--- src/design/bso_consts.vh ---
// Constants of the bit, shift and flag execution slice
`ifndef BSO_CONSTS_VH
`define BSO_CONSTS_VH
// Register byte addresses
`define BSO_A_CMD 8'h00
`define BSO_A_DATA 8'h04
`define BSO_A_FLAGS 8'h08
`define BSO_A_PC 8'h0c
`define BSO_A_STAT 8'h10
`define BSO_A_IO0 8'h20
`define BSO_A_IOMASK 8'he0
`define BSO_IO_LSB 2
`define BSO_IO_MSB 4
// Command word fields
`define BSO_OP_LSB 0
`define BSO_OP_MSB 4
`define BSO_BIT_LSB 8
`define BSO_BIT_MSB 10
`define BSO_IOA_LSB 12
`define BSO_IOA_MSB 14
`define BSO_K_LSB 16
`define BSO_K_MSB 22
// Operation codes
`define BSO_OP_BR_ISET 5'h01
`define BSO_OP_BR_ICLR 5'h02
`define BSO_OP_IOSET 5'h03
`define BSO_OP_IOCLR 5'h04
`define BSO_OP_SHL 5'h05
`define BSO_OP_SHR 5'h06
`define BSO_OP_RCL 5'h07
`define BSO_OP_RCR 5'h08
`define BSO_OP_SAR 5'h09
`define BSO_OP_SWAP 5'h0a
`define BSO_OP_FSET 5'h0b
`define BSO_OP_FCLR 5'h0c
`define BSO_OP_TSTO 5'h0d
`define BSO_OP_TLOD 5'h0e
`define BSO_OP_CSET 5'h0f
`define BSO_OP_CCLR 5'h10
// Flag positions in flags_reg
`define BSO_F_C 0
`define BSO_F_Z 1
`define BSO_F_N 2
`define BSO_F_V 3
`define BSO_F_T 6
`define BSO_F_I 7
// Reset values and cycle figures
`define BSO_RST_8 8'h00
`define BSO_RST_PC 16'h0000
`define BSO_PC_STEP 16'h0001
`define BSO_CYC_1 2'h1
`define BSO_CYC_2 2'h2
`define BSO_RESP_OK 2'h0
`define BSO_RESP_ERR 2'h2
`endif

--- src/design/bso_exec.v ---
// Bit, shift and flag execution slice with an AXI4-Lite register port
`timescale 1ns/1ps
`include "bso_consts.vh"
`default_nettype none
module bso_exec (
	input wire ref_clk,
	input wire rst_n,
	input wire [7:0] s_axi_awaddr,
	input wire s_axi_awvalid,
	output wire s_axi_awready,
	input wire [31:0] s_axi_wdata,
	input wire [3:0] s_axi_wstrb,
	input wire s_axi_wvalid,
	output wire s_axi_wready,
	output reg [1:0] s_axi_bresp,
	output reg s_axi_bvalid,
	input wire s_axi_bready,
	input wire [7:0] s_axi_araddr,
	input wire s_axi_arvalid,
	output wire s_axi_arready,
	output reg [31:0] s_axi_rdata,
	output reg [1:0] s_axi_rresp,
	output reg s_axi_rvalid,
	input wire s_axi_rready,
	input wire irq_req,
	output reg irq_ack,
	output wire op_busy
);
	localparam ST_IDLE = 2'h0;
	localparam ST_IO2 = 2'h1;
	localparam ST_BR2 = 2'h2;

	// ****************************************
	// Write channel capture
	// ****************************************
	reg aw_full_reg;
	reg w_full_reg;
	reg [7:0] aw_addr_reg;
	reg [31:0] w_data_reg;
	reg [3:0] w_strb_reg;
	wire aw_take = s_axi_awvalid & s_axi_awready;
	wire w_take = s_axi_wvalid & s_axi_wready;
	wire aw_have = aw_full_reg | aw_take;
	wire w_have = w_full_reg | w_take;
	wire wr_fire = aw_have & w_have & ~s_axi_bvalid;
	wire [7:0] wa = aw_full_reg ? aw_addr_reg : s_axi_awaddr;
	wire [31:0] wd = w_full_reg ? w_data_reg : s_axi_wdata;
	wire [3:0] ws = w_full_reg ? w_strb_reg : s_axi_wstrb;
	assign s_axi_awready = ~aw_full_reg & ~s_axi_bvalid;
	assign s_axi_wready = ~w_full_reg & ~s_axi_bvalid;

	// Hold whichever half arrives first until the other joins it
	always @(posedge ref_clk or negedge rst_n) begin
		if (!rst_n) begin
			aw_full_reg <= 1'b0;
			w_full_reg <= 1'b0;
			aw_addr_reg <= `BSO_RST_8;
			w_data_reg <= 32'h00000000;
			w_strb_reg <= 4'h0;
		end else begin
			if (wr_fire) begin
				aw_full_reg <= 1'b0;
				w_full_reg <= 1'b0;
			end else begin
				if (aw_take) begin
					aw_full_reg <= 1'b1;
					aw_addr_reg <= s_axi_awaddr;
				end
				if (w_take) begin
					w_full_reg <= 1'b1;
					w_data_reg <= s_axi_wdata;
					w_strb_reg <= s_axi_wstrb;
				end
			end
		end
	end

	// ****************************************
	// Architectural state
	// ****************************************
	reg [7:0] data_reg;
	reg [7:0] flags_reg;
	reg [15:0] pc_reg;
	reg [1:0] state_reg;
	reg [1:0] last_cyc_reg;
	reg [7:0] tmp_reg;
	reg [4:0] lat_op_reg;
	reg [2:0] lat_bit_reg;
	reg [2:0] lat_ioa_reg;
	reg [6:0] lat_k_reg;
	reg [7:0] io_mem [0:7];
	integer i;

	wire is_io = (wa & `BSO_A_IOMASK) == `BSO_A_IO0;
	wire idle = state_reg == ST_IDLE;
	// Status word is read-only, so a write to it is refused like an unmapped one
	wire mapped = is_io | wa == `BSO_A_CMD | wa == `BSO_A_DATA | wa == `BSO_A_FLAGS |
		wa == `BSO_A_PC;
	// Busy slice refuses every write so a two-cycle operation is never disturbed
	wire wr_ok = wr_fire & idle & mapped;
	wire cmd_go = wr_ok & wa == `BSO_A_CMD;
	wire [4:0] c_op = wd[`BSO_OP_MSB:`BSO_OP_LSB];
	wire [2:0] c_bit = wd[`BSO_BIT_MSB:`BSO_BIT_LSB];
	wire [2:0] c_ioa = wd[`BSO_IOA_MSB:`BSO_IOA_LSB];
	wire [6:0] c_k = wd[`BSO_K_MSB:`BSO_K_LSB];
	wire [2:0] w_ioa = wa[`BSO_IO_MSB:`BSO_IO_LSB];
	wire [7:0] c_mask = 8'h01 << c_bit;
	wire [7:0] l_mask = 8'h01 << lat_bit_reg;
	wire [15:0] pc_inc = pc_reg + `BSO_PC_STEP;
	wire [15:0] pc_br = pc_reg + {{9{lat_k_reg[6]}}, lat_k_reg} + `BSO_PC_STEP;
	wire i_flag = flags_reg[`BSO_F_I];
	assign op_busy = ~idle;

	// Shift unit result and carry out
	reg [7:0] sh_res;
	reg sh_c;
	always @* begin
		sh_res = data_reg;
		sh_c = flags_reg[`BSO_F_C];
		case (c_op)
			`BSO_OP_SHL: begin
				sh_res = {data_reg[6:0], 1'b0};
				sh_c = data_reg[7];
			end
			`BSO_OP_SHR: begin
				sh_res = {1'b0, data_reg[7:1]};
				sh_c = data_reg[0];
			end
			`BSO_OP_RCL: begin
				sh_res = {data_reg[6:0], flags_reg[`BSO_F_C]};
				sh_c = data_reg[7];
			end
			`BSO_OP_RCR: begin
				sh_res = {flags_reg[`BSO_F_C], data_reg[7:1]};
				sh_c = data_reg[0];
			end
			`BSO_OP_SAR: begin
				sh_res = {data_reg[7], data_reg[7:1]};
				sh_c = data_reg[0];
			end
			default: begin
				sh_res = data_reg;
				sh_c = flags_reg[`BSO_F_C];
			end
		endcase
	end

	// Flags after a shift: overflow is negative xor carry
	wire [7:0] sh_flags = {flags_reg[7:4], sh_res[7] ^ sh_c, sh_res[7], sh_res == `BSO_RST_8, sh_c};
	wire is_shift = c_op == `BSO_OP_SHL | c_op == `BSO_OP_SHR | c_op == `BSO_OP_RCL |
		c_op == `BSO_OP_RCR | c_op == `BSO_OP_SAR;

	// ****************************************
	// Execution and register writes
	// ****************************************
	always @(posedge ref_clk or negedge rst_n) begin
		if (!rst_n) begin
			data_reg <= `BSO_RST_8;
			flags_reg <= `BSO_RST_8;
			pc_reg <= `BSO_RST_PC;
			state_reg <= ST_IDLE;
			last_cyc_reg <= 2'h0;
			tmp_reg <= `BSO_RST_8;
			lat_op_reg <= 5'h00;
			lat_bit_reg <= 3'h0;
			lat_ioa_reg <= 3'h0;
			lat_k_reg <= 7'h00;
			irq_ack <= 1'b0;
			for (i = 0; i < 8; i = i + 1) begin
				io_mem[i] <= `BSO_RST_8;
			end
		end else begin
			irq_ack <= 1'b0;
			if (cmd_go) begin
				lat_op_reg <= c_op;
				lat_bit_reg <= c_bit;
				lat_ioa_reg <= c_ioa;
				lat_k_reg <= c_k;
				last_cyc_reg <= `BSO_CYC_1;
				pc_reg <= pc_inc;
				if (is_shift) begin
					data_reg <= sh_res;
					flags_reg <= sh_flags;
				end
				case (c_op)
					`BSO_OP_BR_ISET, `BSO_OP_BR_ICLR: begin
						// Taken branch spends a second cycle forming the target
						if (i_flag == (c_op == `BSO_OP_BR_ISET)) begin
							state_reg <= ST_BR2;
							pc_reg <= pc_reg;
						end
					end
					`BSO_OP_IOSET, `BSO_OP_IOCLR: begin
						tmp_reg <= io_mem[c_ioa];
						state_reg <= ST_IO2;
						pc_reg <= pc_reg;
					end
					`BSO_OP_SWAP: data_reg <= {data_reg[3:0], data_reg[7:4]};
					`BSO_OP_FSET: flags_reg <= flags_reg | c_mask;
					`BSO_OP_FCLR: flags_reg <= flags_reg & ~c_mask;
					`BSO_OP_TSTO: flags_reg[`BSO_F_T] <= data_reg[c_bit];
					`BSO_OP_TLOD: data_reg[c_bit] <= flags_reg[`BSO_F_T];
					`BSO_OP_CSET: flags_reg[`BSO_F_C] <= 1'b1;
					`BSO_OP_CCLR: flags_reg[`BSO_F_C] <= 1'b0;
					default: state_reg <= ST_IDLE;
				endcase
			end else if (state_reg == ST_IO2) begin
				// Write back only the chosen bit of the value read one cycle earlier
				if (lat_op_reg == `BSO_OP_IOSET) begin
					io_mem[lat_ioa_reg] <= tmp_reg | l_mask;
				end else begin
					io_mem[lat_ioa_reg] <= tmp_reg & ~l_mask;
				end
				pc_reg <= pc_inc;
				last_cyc_reg <= `BSO_CYC_2;
				state_reg <= ST_IDLE;
			end else if (state_reg == ST_BR2) begin
				pc_reg <= pc_br;
				last_cyc_reg <= `BSO_CYC_2;
				state_reg <= ST_IDLE;
			end else if (wr_ok) begin
				// Plain register writes, low byte lane only, except byte lanes 0 and 1 for the program counter
				if (wa == `BSO_A_DATA && ws[0]) begin
					data_reg <= wd[7:0];
				end
				if (wa == `BSO_A_FLAGS && ws[0]) begin
					flags_reg <= wd[7:0];
				end
				if (wa == `BSO_A_PC) begin
					if (ws[0]) begin
						pc_reg[7:0] <= wd[7:0];
					end
					if (ws[1]) begin
						pc_reg[15:8] <= wd[15:8];
					end
				end
				if (is_io && ws[0]) begin
					io_mem[w_ioa] <= wd[7:0];
				end
			end
			// Interrupts wait while an operation is in flight or starting
			if (irq_req && i_flag && idle && !cmd_go && !wr_ok) begin
				irq_ack <= 1'b1;
				flags_reg[`BSO_F_I] <= 1'b0;
			end
		end
	end

	// ****************************************
	// Write response
	// ****************************************
	always @(posedge ref_clk or negedge rst_n) begin
		if (!rst_n) begin
			s_axi_bvalid <= 1'b0;
			s_axi_bresp <= `BSO_RESP_OK;
		end else if (wr_fire) begin
			s_axi_bvalid <= 1'b1;
			s_axi_bresp <= wr_ok ? `BSO_RESP_OK : `BSO_RESP_ERR;
		end else if (s_axi_bready) begin
			s_axi_bvalid <= 1'b0;
		end
	end

	// ****************************************
	// Read channel
	// ****************************************
	assign s_axi_arready = ~s_axi_rvalid;
	wire [7:0] ra = s_axi_araddr;
	wire ra_io = (ra & `BSO_A_IOMASK) == `BSO_A_IO0;
	reg [31:0] rd_mux;
	reg rd_hit;
	always @* begin
		rd_mux = 32'h00000000;
		rd_hit = 1'b1;
		if (ra_io) begin
			rd_mux = {24'h000000, io_mem[ra[`BSO_IO_MSB:`BSO_IO_LSB]]};
		end else begin
			case (ra)
				`BSO_A_CMD: rd_mux = {9'h000, lat_k_reg, 1'b0, lat_ioa_reg, 1'b0, lat_bit_reg,
					3'h0, lat_op_reg};
				`BSO_A_DATA: rd_mux = {24'h000000, data_reg};
				`BSO_A_FLAGS: rd_mux = {24'h000000, flags_reg};
				`BSO_A_PC: rd_mux = {16'h0000, pc_reg};
				`BSO_A_STAT: rd_mux = {28'h0000000, last_cyc_reg, state_reg == ST_BR2, op_busy};
				default: begin
					rd_mux = 32'h00000000;
					rd_hit = 1'b0;
				end
			endcase
		end
	end

	// Read data registered; unmapped addresses answer with an error
	always @(posedge ref_clk or negedge rst_n) begin
		if (!rst_n) begin
			s_axi_rvalid <= 1'b0;
			s_axi_rdata <= 32'h00000000;
			s_axi_rresp <= `BSO_RESP_OK;
		end else if (s_axi_arvalid && s_axi_arready) begin
			s_axi_rvalid <= 1'b1;
			s_axi_rdata <= rd_mux;
			s_axi_rresp <= rd_hit ? `BSO_RESP_OK : `BSO_RESP_ERR;
		end else if (s_axi_rready) begin
			s_axi_rvalid <= 1'b0;
		end
	end
endmodule // bso_exec
`default_nettype wire

--- config.mk ---
export PLATFORM = sky130hd
export DESIGN_NAME = bso_exec
export DESIGN_NICKNAME = d
export VERILOG_FILES = /design/src/design/bso_exec.v
export VERILOG_INCLUDE_DIRS = /design/src /design/src/design
export SDC_FILE = /design/constraint.sdc
export NUM_CORES = 1
export LEC_CHECK = 0
export ABC_CLOCK_PERIOD_IN_PS = 2600
export BUFFER_PORTS_ARGS = -buffer_cell sky130_fd_sc_hd__buf_4
export CORE_MARGIN = 10
export CORE_UTILIZATION = 55
export CTS_BUF_LIST = sky130_fd_sc_hd__clkbuf_8 sky130_fd_sc_hd__clkbuf_16
export DETAILED_ROUTE_END_ITERATION = 12
export PLACE_DENSITY = 0.77
export RECOVER_POWER = 25
export SKIP_CTS_REPAIR_TIMING = 1
export SYNTH_ARGS = -nofsm -noshare
export SYNTH_HDL_FRONTEND = slang
export SYNTH_SLANG_ARGS = --single-unit
--- constraint.sdc ---
create_clock -name ref_clk -period 2.6 [get_ports ref_clk]
set_input_delay 0.26 -clock ref_clk [delete_from_list [all_inputs] [get_ports ref_clk]]
set_output_delay 0.26 -clock ref_clk [all_outputs]
set_load 0.005 [all_outputs]
Word level (Yosys, flattened, before mapping)
Index checks and enable logic that the tools add are counted.
{ "word_totals": {"ff_bits": 200} }
{ "classes": {"add_sub_neg": 3, "magnitude_cmp": 8, "eq_ne": 43, "shifts": 2, "mux": 79, "bitwise": 37, "n_reduce_logical": 52} }
{ "ops": {"columns": ["operator", "count"], "rows": [
  ["$mux W64", 5],
  ["$bwmux W64", 3],
  ["$mux W8", 21],
  ["$pmux W23 S5", 1],
  ["$mux W16", 6],
  ["$bmux W8 S3", 2],
  ["$demux W8 S3", 2],
  ["$mux W23", 2],
  ["$eq A5 B4 Y1 const B", 8],
  ["$pmux W8 S5", 1],
  ["$reduce_and A5 Y1", 7],
  ["$add A16 B1 Y16 const B", 2],
  ["$eq A8 B4 Y1 const B", 4],
  ["$pmux W16 S2", 1],
  ["$logic_not A8 Y1", 3],
  ["$eq A5 B3 Y1 const B", 4],
  ["$mux W2", 10],
  ["$reduce_bool A2 Y1", 9],
  ["$add A16 B16 Y16", 1],
  ["$and A8 B8 Y8", 2],
  ["$eq A8 B3 Y1 const B", 2],
  ["$ge A4 B4 Y1 const B", 4],
  ["$not A3 Y4", 4],
  ["$not A8 Y8", 2],
  ["other kinds (46)", 118]
]} }

Depth between registers and ports, before layout
{ "logic_depth": {"ltp_word": 14, "mapped_depth": 11, "depth_no_buf": 11} }

Worst setup path after synthesis
Ideal clock, no wire load.
{ "synth_timing": {"kind": "register to register", "startpoint": "register w_full_reg", "endpoint": "register tmp_reg[0]", "setup_ns": 0.141, "arrival_time_ns": 2.514, "required_time_ns": 2.459, "setup_slack_ns": -0.055, "stages_incl_launch_ff": 9, "n_path_buf": 4, "synth_period_minus_slack_ns": 2.655, "cell_sequence": "dfrtp_1 -> buf_4 -> buf_6 -> clkbuf_1 -> mux2i_1 -> clkbuf_1 -> mux4_2 -> mux2i_1 -> o21ai_0"} }
{ "synth_between": {"elab_chain_cells": 10} }
{ "synth_lines": {"columns": ["element", "line", "source"], "rows": [
  ["from (decl)", "bso_exec.v:37", "reg w_full_reg;"],
  ["from (signal assigned)", "bso_exec.v:56", "w_full_reg <= 1'b0;"],
  ["from (signal assigned)", "bso_exec.v:63", "w_full_reg <= 1'b0;"],
  ["from (signal assigned)", "bso_exec.v:70", "w_full_reg <= 1'b1;"],
  ["$not A1 Y1", "bso_exec.v:50", "assign s_axi_wready = ~w_full_reg & ~s_axi_bvalid;"],
  ["$and A1 B1 Y1", "bso_exec.v:50", null],
  ["$and A1 B1 Y1", "bso_exec.v:42", "wire w_take = s_axi_wvalid & s_axi_wready;"],
  ["$or A1 B1 Y1", "bso_exec.v:44", "wire w_have = w_full_reg | w_take;"],
  ["$and A1 B1 Y1 (2 in a row)", "bso_exec.v:45", "wire wr_fire = aw_have & w_have & ~s_axi_bvalid;"],
  ["$and A1 B1 Y1 (2 in a row)", "bso_exec.v:100", "wire wr_ok = wr_fire & idle & mapped;"],
  ["$and A1 B1 Y1 (no source line)", null, null],
  ["$reduce_and A2 Y1 (no source line)", null, null],
  ["to (signal assigned)", "bso_exec.v:163", "tmp_reg <= `BSO_RST_8;"],
  ["to (signal assigned)", "bso_exec.v:194", "tmp_reg <= io_mem[c_ioa];"],
  ["to (decl)", "bso_exec.v:86", "reg [7:0] tmp_reg;"]
]} }
Parallel ways exist; a longest one is shown, timed or not. The select of a mux whose other input is x is not followed.
A chain may end at the register's enable or synchronous reset.

Worst setup path after layout
{ "layout_timing": {"startpoint": "register aw_addr_reg[1]", "endpoint": "register flags_reg[1]"} }
{ "layout_between": {"elab_chain_cells": 10} }
{ "layout_lines": {"columns": ["element", "line", "source"], "rows": [
  ["from (decl)", "bso_exec.v:38", "reg [7:0] aw_addr_reg;"],
  ["from (signal assigned)", "bso_exec.v:57", "aw_addr_reg <= `BSO_RST_8;"],
  ["from (signal assigned)", "bso_exec.v:67", "aw_addr_reg <= s_axi_awaddr;"],
  ["$mux W8 *", "bso_exec.v:46", "wire [7:0] wa = aw_full_reg ? aw_addr_reg : s_axi_awaddr;"],
  ["$logic_not A8 Y1 (no source line)", null, null],
  ["$or A1 B1 Y1 (no source line) (4 in a row)", null, null],
  ["$and A1 B1 Y1", "bso_exec.v:100", null],
  ["$and A1 B1 Y1 (no source line)", null, null],
  ["$ne A4 B1 Y1 (no source line), or another cell as far along", null, null],
  ["$reduce_and A5 Y1 (no source line)", null, null],
  ["to (signal assigned)", "bso_exec.v:159", "flags_reg <= `BSO_RST_8;"],
  ["to (signal assigned)", "bso_exec.v:183", "flags_reg <= sh_flags;"],
  ["to (signal assigned)", "bso_exec.v:199", "`BSO_OP_FSET: flags_reg <= flags_reg | c_mask;"],
  ["to (decl)", "bso_exec.v:82", "reg [7:0] flags_reg;"]
]} }
Mark *: on every way between the ends. The rest lies on a longest branch, timed or not.

==> out/qor.yml <==
final_layout:
  final_cell_mix: "220 x buf_4, 187 x dfrtp_1, 167 x nand2_1"
  final_non_filler_cell_total: 1767
  nets: 1554
  antenna_diode_count: 0
  area_delta_synth_final_pct: 23.66
  finalCoreUtilization: 0.6859
  layout.cells.most_common: "buf_4"
  share_of_post_route_cells_with_drive_strength_above_1: 0.2892
  sequential_cell_area_um2: 4732
  post-route-cell-area_um2: 14880
  multi_input_area_um2: 7179
  largest_register_ffs: 64
  fillerInstances: 1660
detailed_routing:
  drt-wirelength-per-cell_um: 22.54
  route.detailed.vias_per_inst: 6.650
  via_count: 11750
  firstDrtPassIters: 6
  postRouteAntennaNets: 0
  drt_iter0_markers: 1671
  detail_route.drc_violations: 0
  wirelength_mm: 39.83
critical_path:
  worstSetupStartpoint: "aw_addr_reg[1]"
  worstPathRequired_ns: 2.93
  worst-r2r-cell-count: 8
  rr_endpoint: "flags_reg[1]"
  worst_setup_path_start_kind: "flop"
  timing.critical_path.depth: 8
  minimum_setup_slack_among_reg_to_reg_paths_ns: -0.06
  crit_type: "flop to flop"
  worst_path_largest_cell_delay_ns: 0.53
  worst-path-max-fanout: 8
  worstSetupEndpoint: "flags_reg[1]"
  crit_slowest_cell: "or4_4"
  endpoint_type_of_the_worst_setup_path: "flop"
  timing.critical_path.cells: "buf_4 -> nor3_1 -> o32a_1 -> nand3_2 -> or4_4 -> o21bai_2 -> buf_4 -> o31a_1"
  cp_common_cell: "buf_4"
  regToRegStartpoint: "aw_addr_reg[1]"
  worst-endpoint-arrival_ns: 2.99
  timing.critical_path.buf_inv: 2
  critical_path.top_delay_family: "compound AO/OA/AOI/OAI gates"
sta:
  clock_skew_ns: 0.01016
  worst-slew-pin-transition_ns: 1.150
  period_utilization: 1.024
  setup_viol_count_final: 2
  hold_viol_final: 0
  postLayoutSetupSlackWorst_ns: -0.06132
  final.setup.tns_ns: -0.06521
  final_critical_delay_including_setup_and_external_delays_ns: 2.661
  relSlewSlack: 0.2335
  timing.fmax_mhz: 375.8
  rsz0062_at_grt: "yes"
  timing.final.max_slew_violations: 0
place:
  place_inst: 1722
  gpl.final_weighted_congestion: 0.9917
  buffer_ports.inserted: 80
  dp_hpwl_mm: 28.17
  placed_cell_area_um2: 13870
global_route:
  global_route.overflow_total: 0
  grt_pass1_wl_mm: 61.64
  initial_antenna_violation_count: 0
  grt_pass1_vias: 11350
  grt_start_max_net_pins: 70
  gr-usage-all-layers: 0.2697
logic_synthesis:
  synth_warnings: 0
  number_of_storage_elements_in_the_synthesis_netlist: 189
  synthDominantAreaCellType: "dfrtp_1"
  synth-main-ff-cell: "dfrtp_1"
  netlist_top_cells_area: "dfrtp_1 39%, o21ai_0 6.7%, mux4_2 6.6%"
  synth.top_cell.area_share: 0.3931
  synth-edff-count: 0
  syn_area_um2: 12030
  avg_synthesized_cell_area_um2: 9.355
  asyncSetResetFlopFracSynth: 1.000
  synth_sequential_area_ratio: 0.3931
  yosysUniqueCellTypes: 78
  post_syn_instances: 1286
clocking:
  clockRootBuffer: "clkbuf_16"
  cts_buffers: 17
  cts.clk_slew.worst_paths_ns: 0.08
  clock_tree.htree_level_count: 4
  clock_tree.buffer_depth: 2
  later_pin_clock_latency_in_the_skew_report_ns: 0.44
  tritoncts: "built"
  clkSinkCount: 189
die:
  die_y_extent_um: 167.9
  design.die.area_um2: 28190
  starting_density_of_the_core: 0.5547
  pin_count: 103
  rows: 54
  die_w_um: 167.9
  core_area_um2: 21690
min_path:
  min-delay-path-class: "input pin to flop"
  hold_path_startpoint: "s_axi_wdata[19]"
power_and_ir_drop:
  cellLeakagePower_nw: 6.344
  worst_ir_drop_vdd_mv: 0.5760
  power_density_over_cell_area_nw_per_um2: 928.6
  total_power_w: 0.01382
run_status:
  outcome: "complete, but fails checks"
  failed_checks: "negative setup slack"
run:
  max_cap_violations: 0
-- logic make-up after synthesis --
family          count (synthesis)  share of synthesized area
other cells                     1                  0.0003117
flops                         189                     0.3931
mux                           143                     0.1629
compound gates                426                     0.2253
buf+inv                       110                    0.04025
simple gates                  387                     0.1495
xor+xnor                       10                   0.007281
fa+ha+maj                      20                    0.02143
-- worst reg2reg max path: stages (launching register included) --
cell	delay, ns
dfrtp_1	0.39
buf_4	0.14
nor3_1	0.23
o32a_1	0.43
nand3_2	0.15
or4_4	0.53
o21bai_2	0.23
buf_4	0.16
o31a_1	0.30
-- synthesized netlist by cell type (5+ instances only) --
| library cell | count |
|---|---|
| a222oi_1 | 7 |
| nor2b_1 | 7 |
| o311ai_0 | 5 |
| o21ai_1 | 10 |
| nand2b_1 | 7 |
| nand3_1 | 26 |
| xnor2_1 | 7 |
| o31ai_1 | 10 |
| o22a_1 | 10 |
| clkbuf_1 | 56 |
| nand2_1 | 168 |
| and3_1 | 6 |
| nor3_1 | 41 |
| nor4_1 | 9 |
| mux2i_1 | 46 |
| nand3b_1 | 7 |
| or3_1 | 11 |
| inv_1 | 24 |
| a22oi_1 | 72 |
| dfrtp_1 | 189 |
| mux2_2 | 58 |
| a31oi_1 | 7 |
| o21a_1 | 5 |
| and2_1 | 10 |
| nor2_1 | 66 |
| buf_1 | 6 |
| mux4_2 | 35 |
| buf_2 | 9 |
| o21ai_0 | 162 |
| a21oi_1 | 69 |
| nand4_1 | 9 |
| ha_1 | 19 |
| a22o_1 | 10 |
| a211oi_1 | 11 |
| buf_4 | 12 |
-- stage by stage --
stage | setup slack [ns] | hold slack (ns)
after floorplan | 0.008495 | -0.03559
after global placement | -0.1688 | 0.2183
after detailed placement | -0.2913 | 0.2210
after CTS | -0.3140 | -0.2439
after global routing | -0.1471 | 0.05431
final | -0.06132 | 0.05040
-- worst min path at each step --
stage	end	slack, ns	depth (start not counted)
6_report	w_data_reg[19]	0.05	2
5_1_grt	w_data_reg[16]	0.05	2
4_1_cts	tmp_reg[5]	-0.24	1
3_5_place_dp	tmp_reg[5]	0.22	1
3_3_place_gp	tmp_reg[5]	0.22	1
2_1_floorplan	aw_addr_reg[0]	-0.04	0
-- report_power, final --
group / switching, W / total, W / internal, W
registers: 0.000826 / 0.00449 / 0.00367
logic: 0.00361 / 0.00672 / 0.00311
clock network: 0.00132 / 0.00260 / 0.00128
total: 0.00576 / 0.0138 / 0.00806
-- layout make-up --
class,instances,area share
clock inverter,15,0.009756
sequential,189,0.3181
multi-input combinational,997,0.4826
clock buffer,17,0.02860
inverter,25,0.006308
timing repair buffer,244,0.1311
tap,280,0.02355
-- routing by layer --
| metal | part of all wire | up-vias | global-route usage |
|---|---|---|---|
| met1 | 0.38 | 5658 | 0.3474 |
| li1 | - | 5204 | - |
| met4 | 0.042 | 0 | 0.1200 |
| met3 | 0.10 | 131 | 0.05704 |
| met5 | 0 | - | 0 |
| met2 | 0.47 | 757 | 0.4289 |
Note: power is estimated with default switching activity, not from simulation.
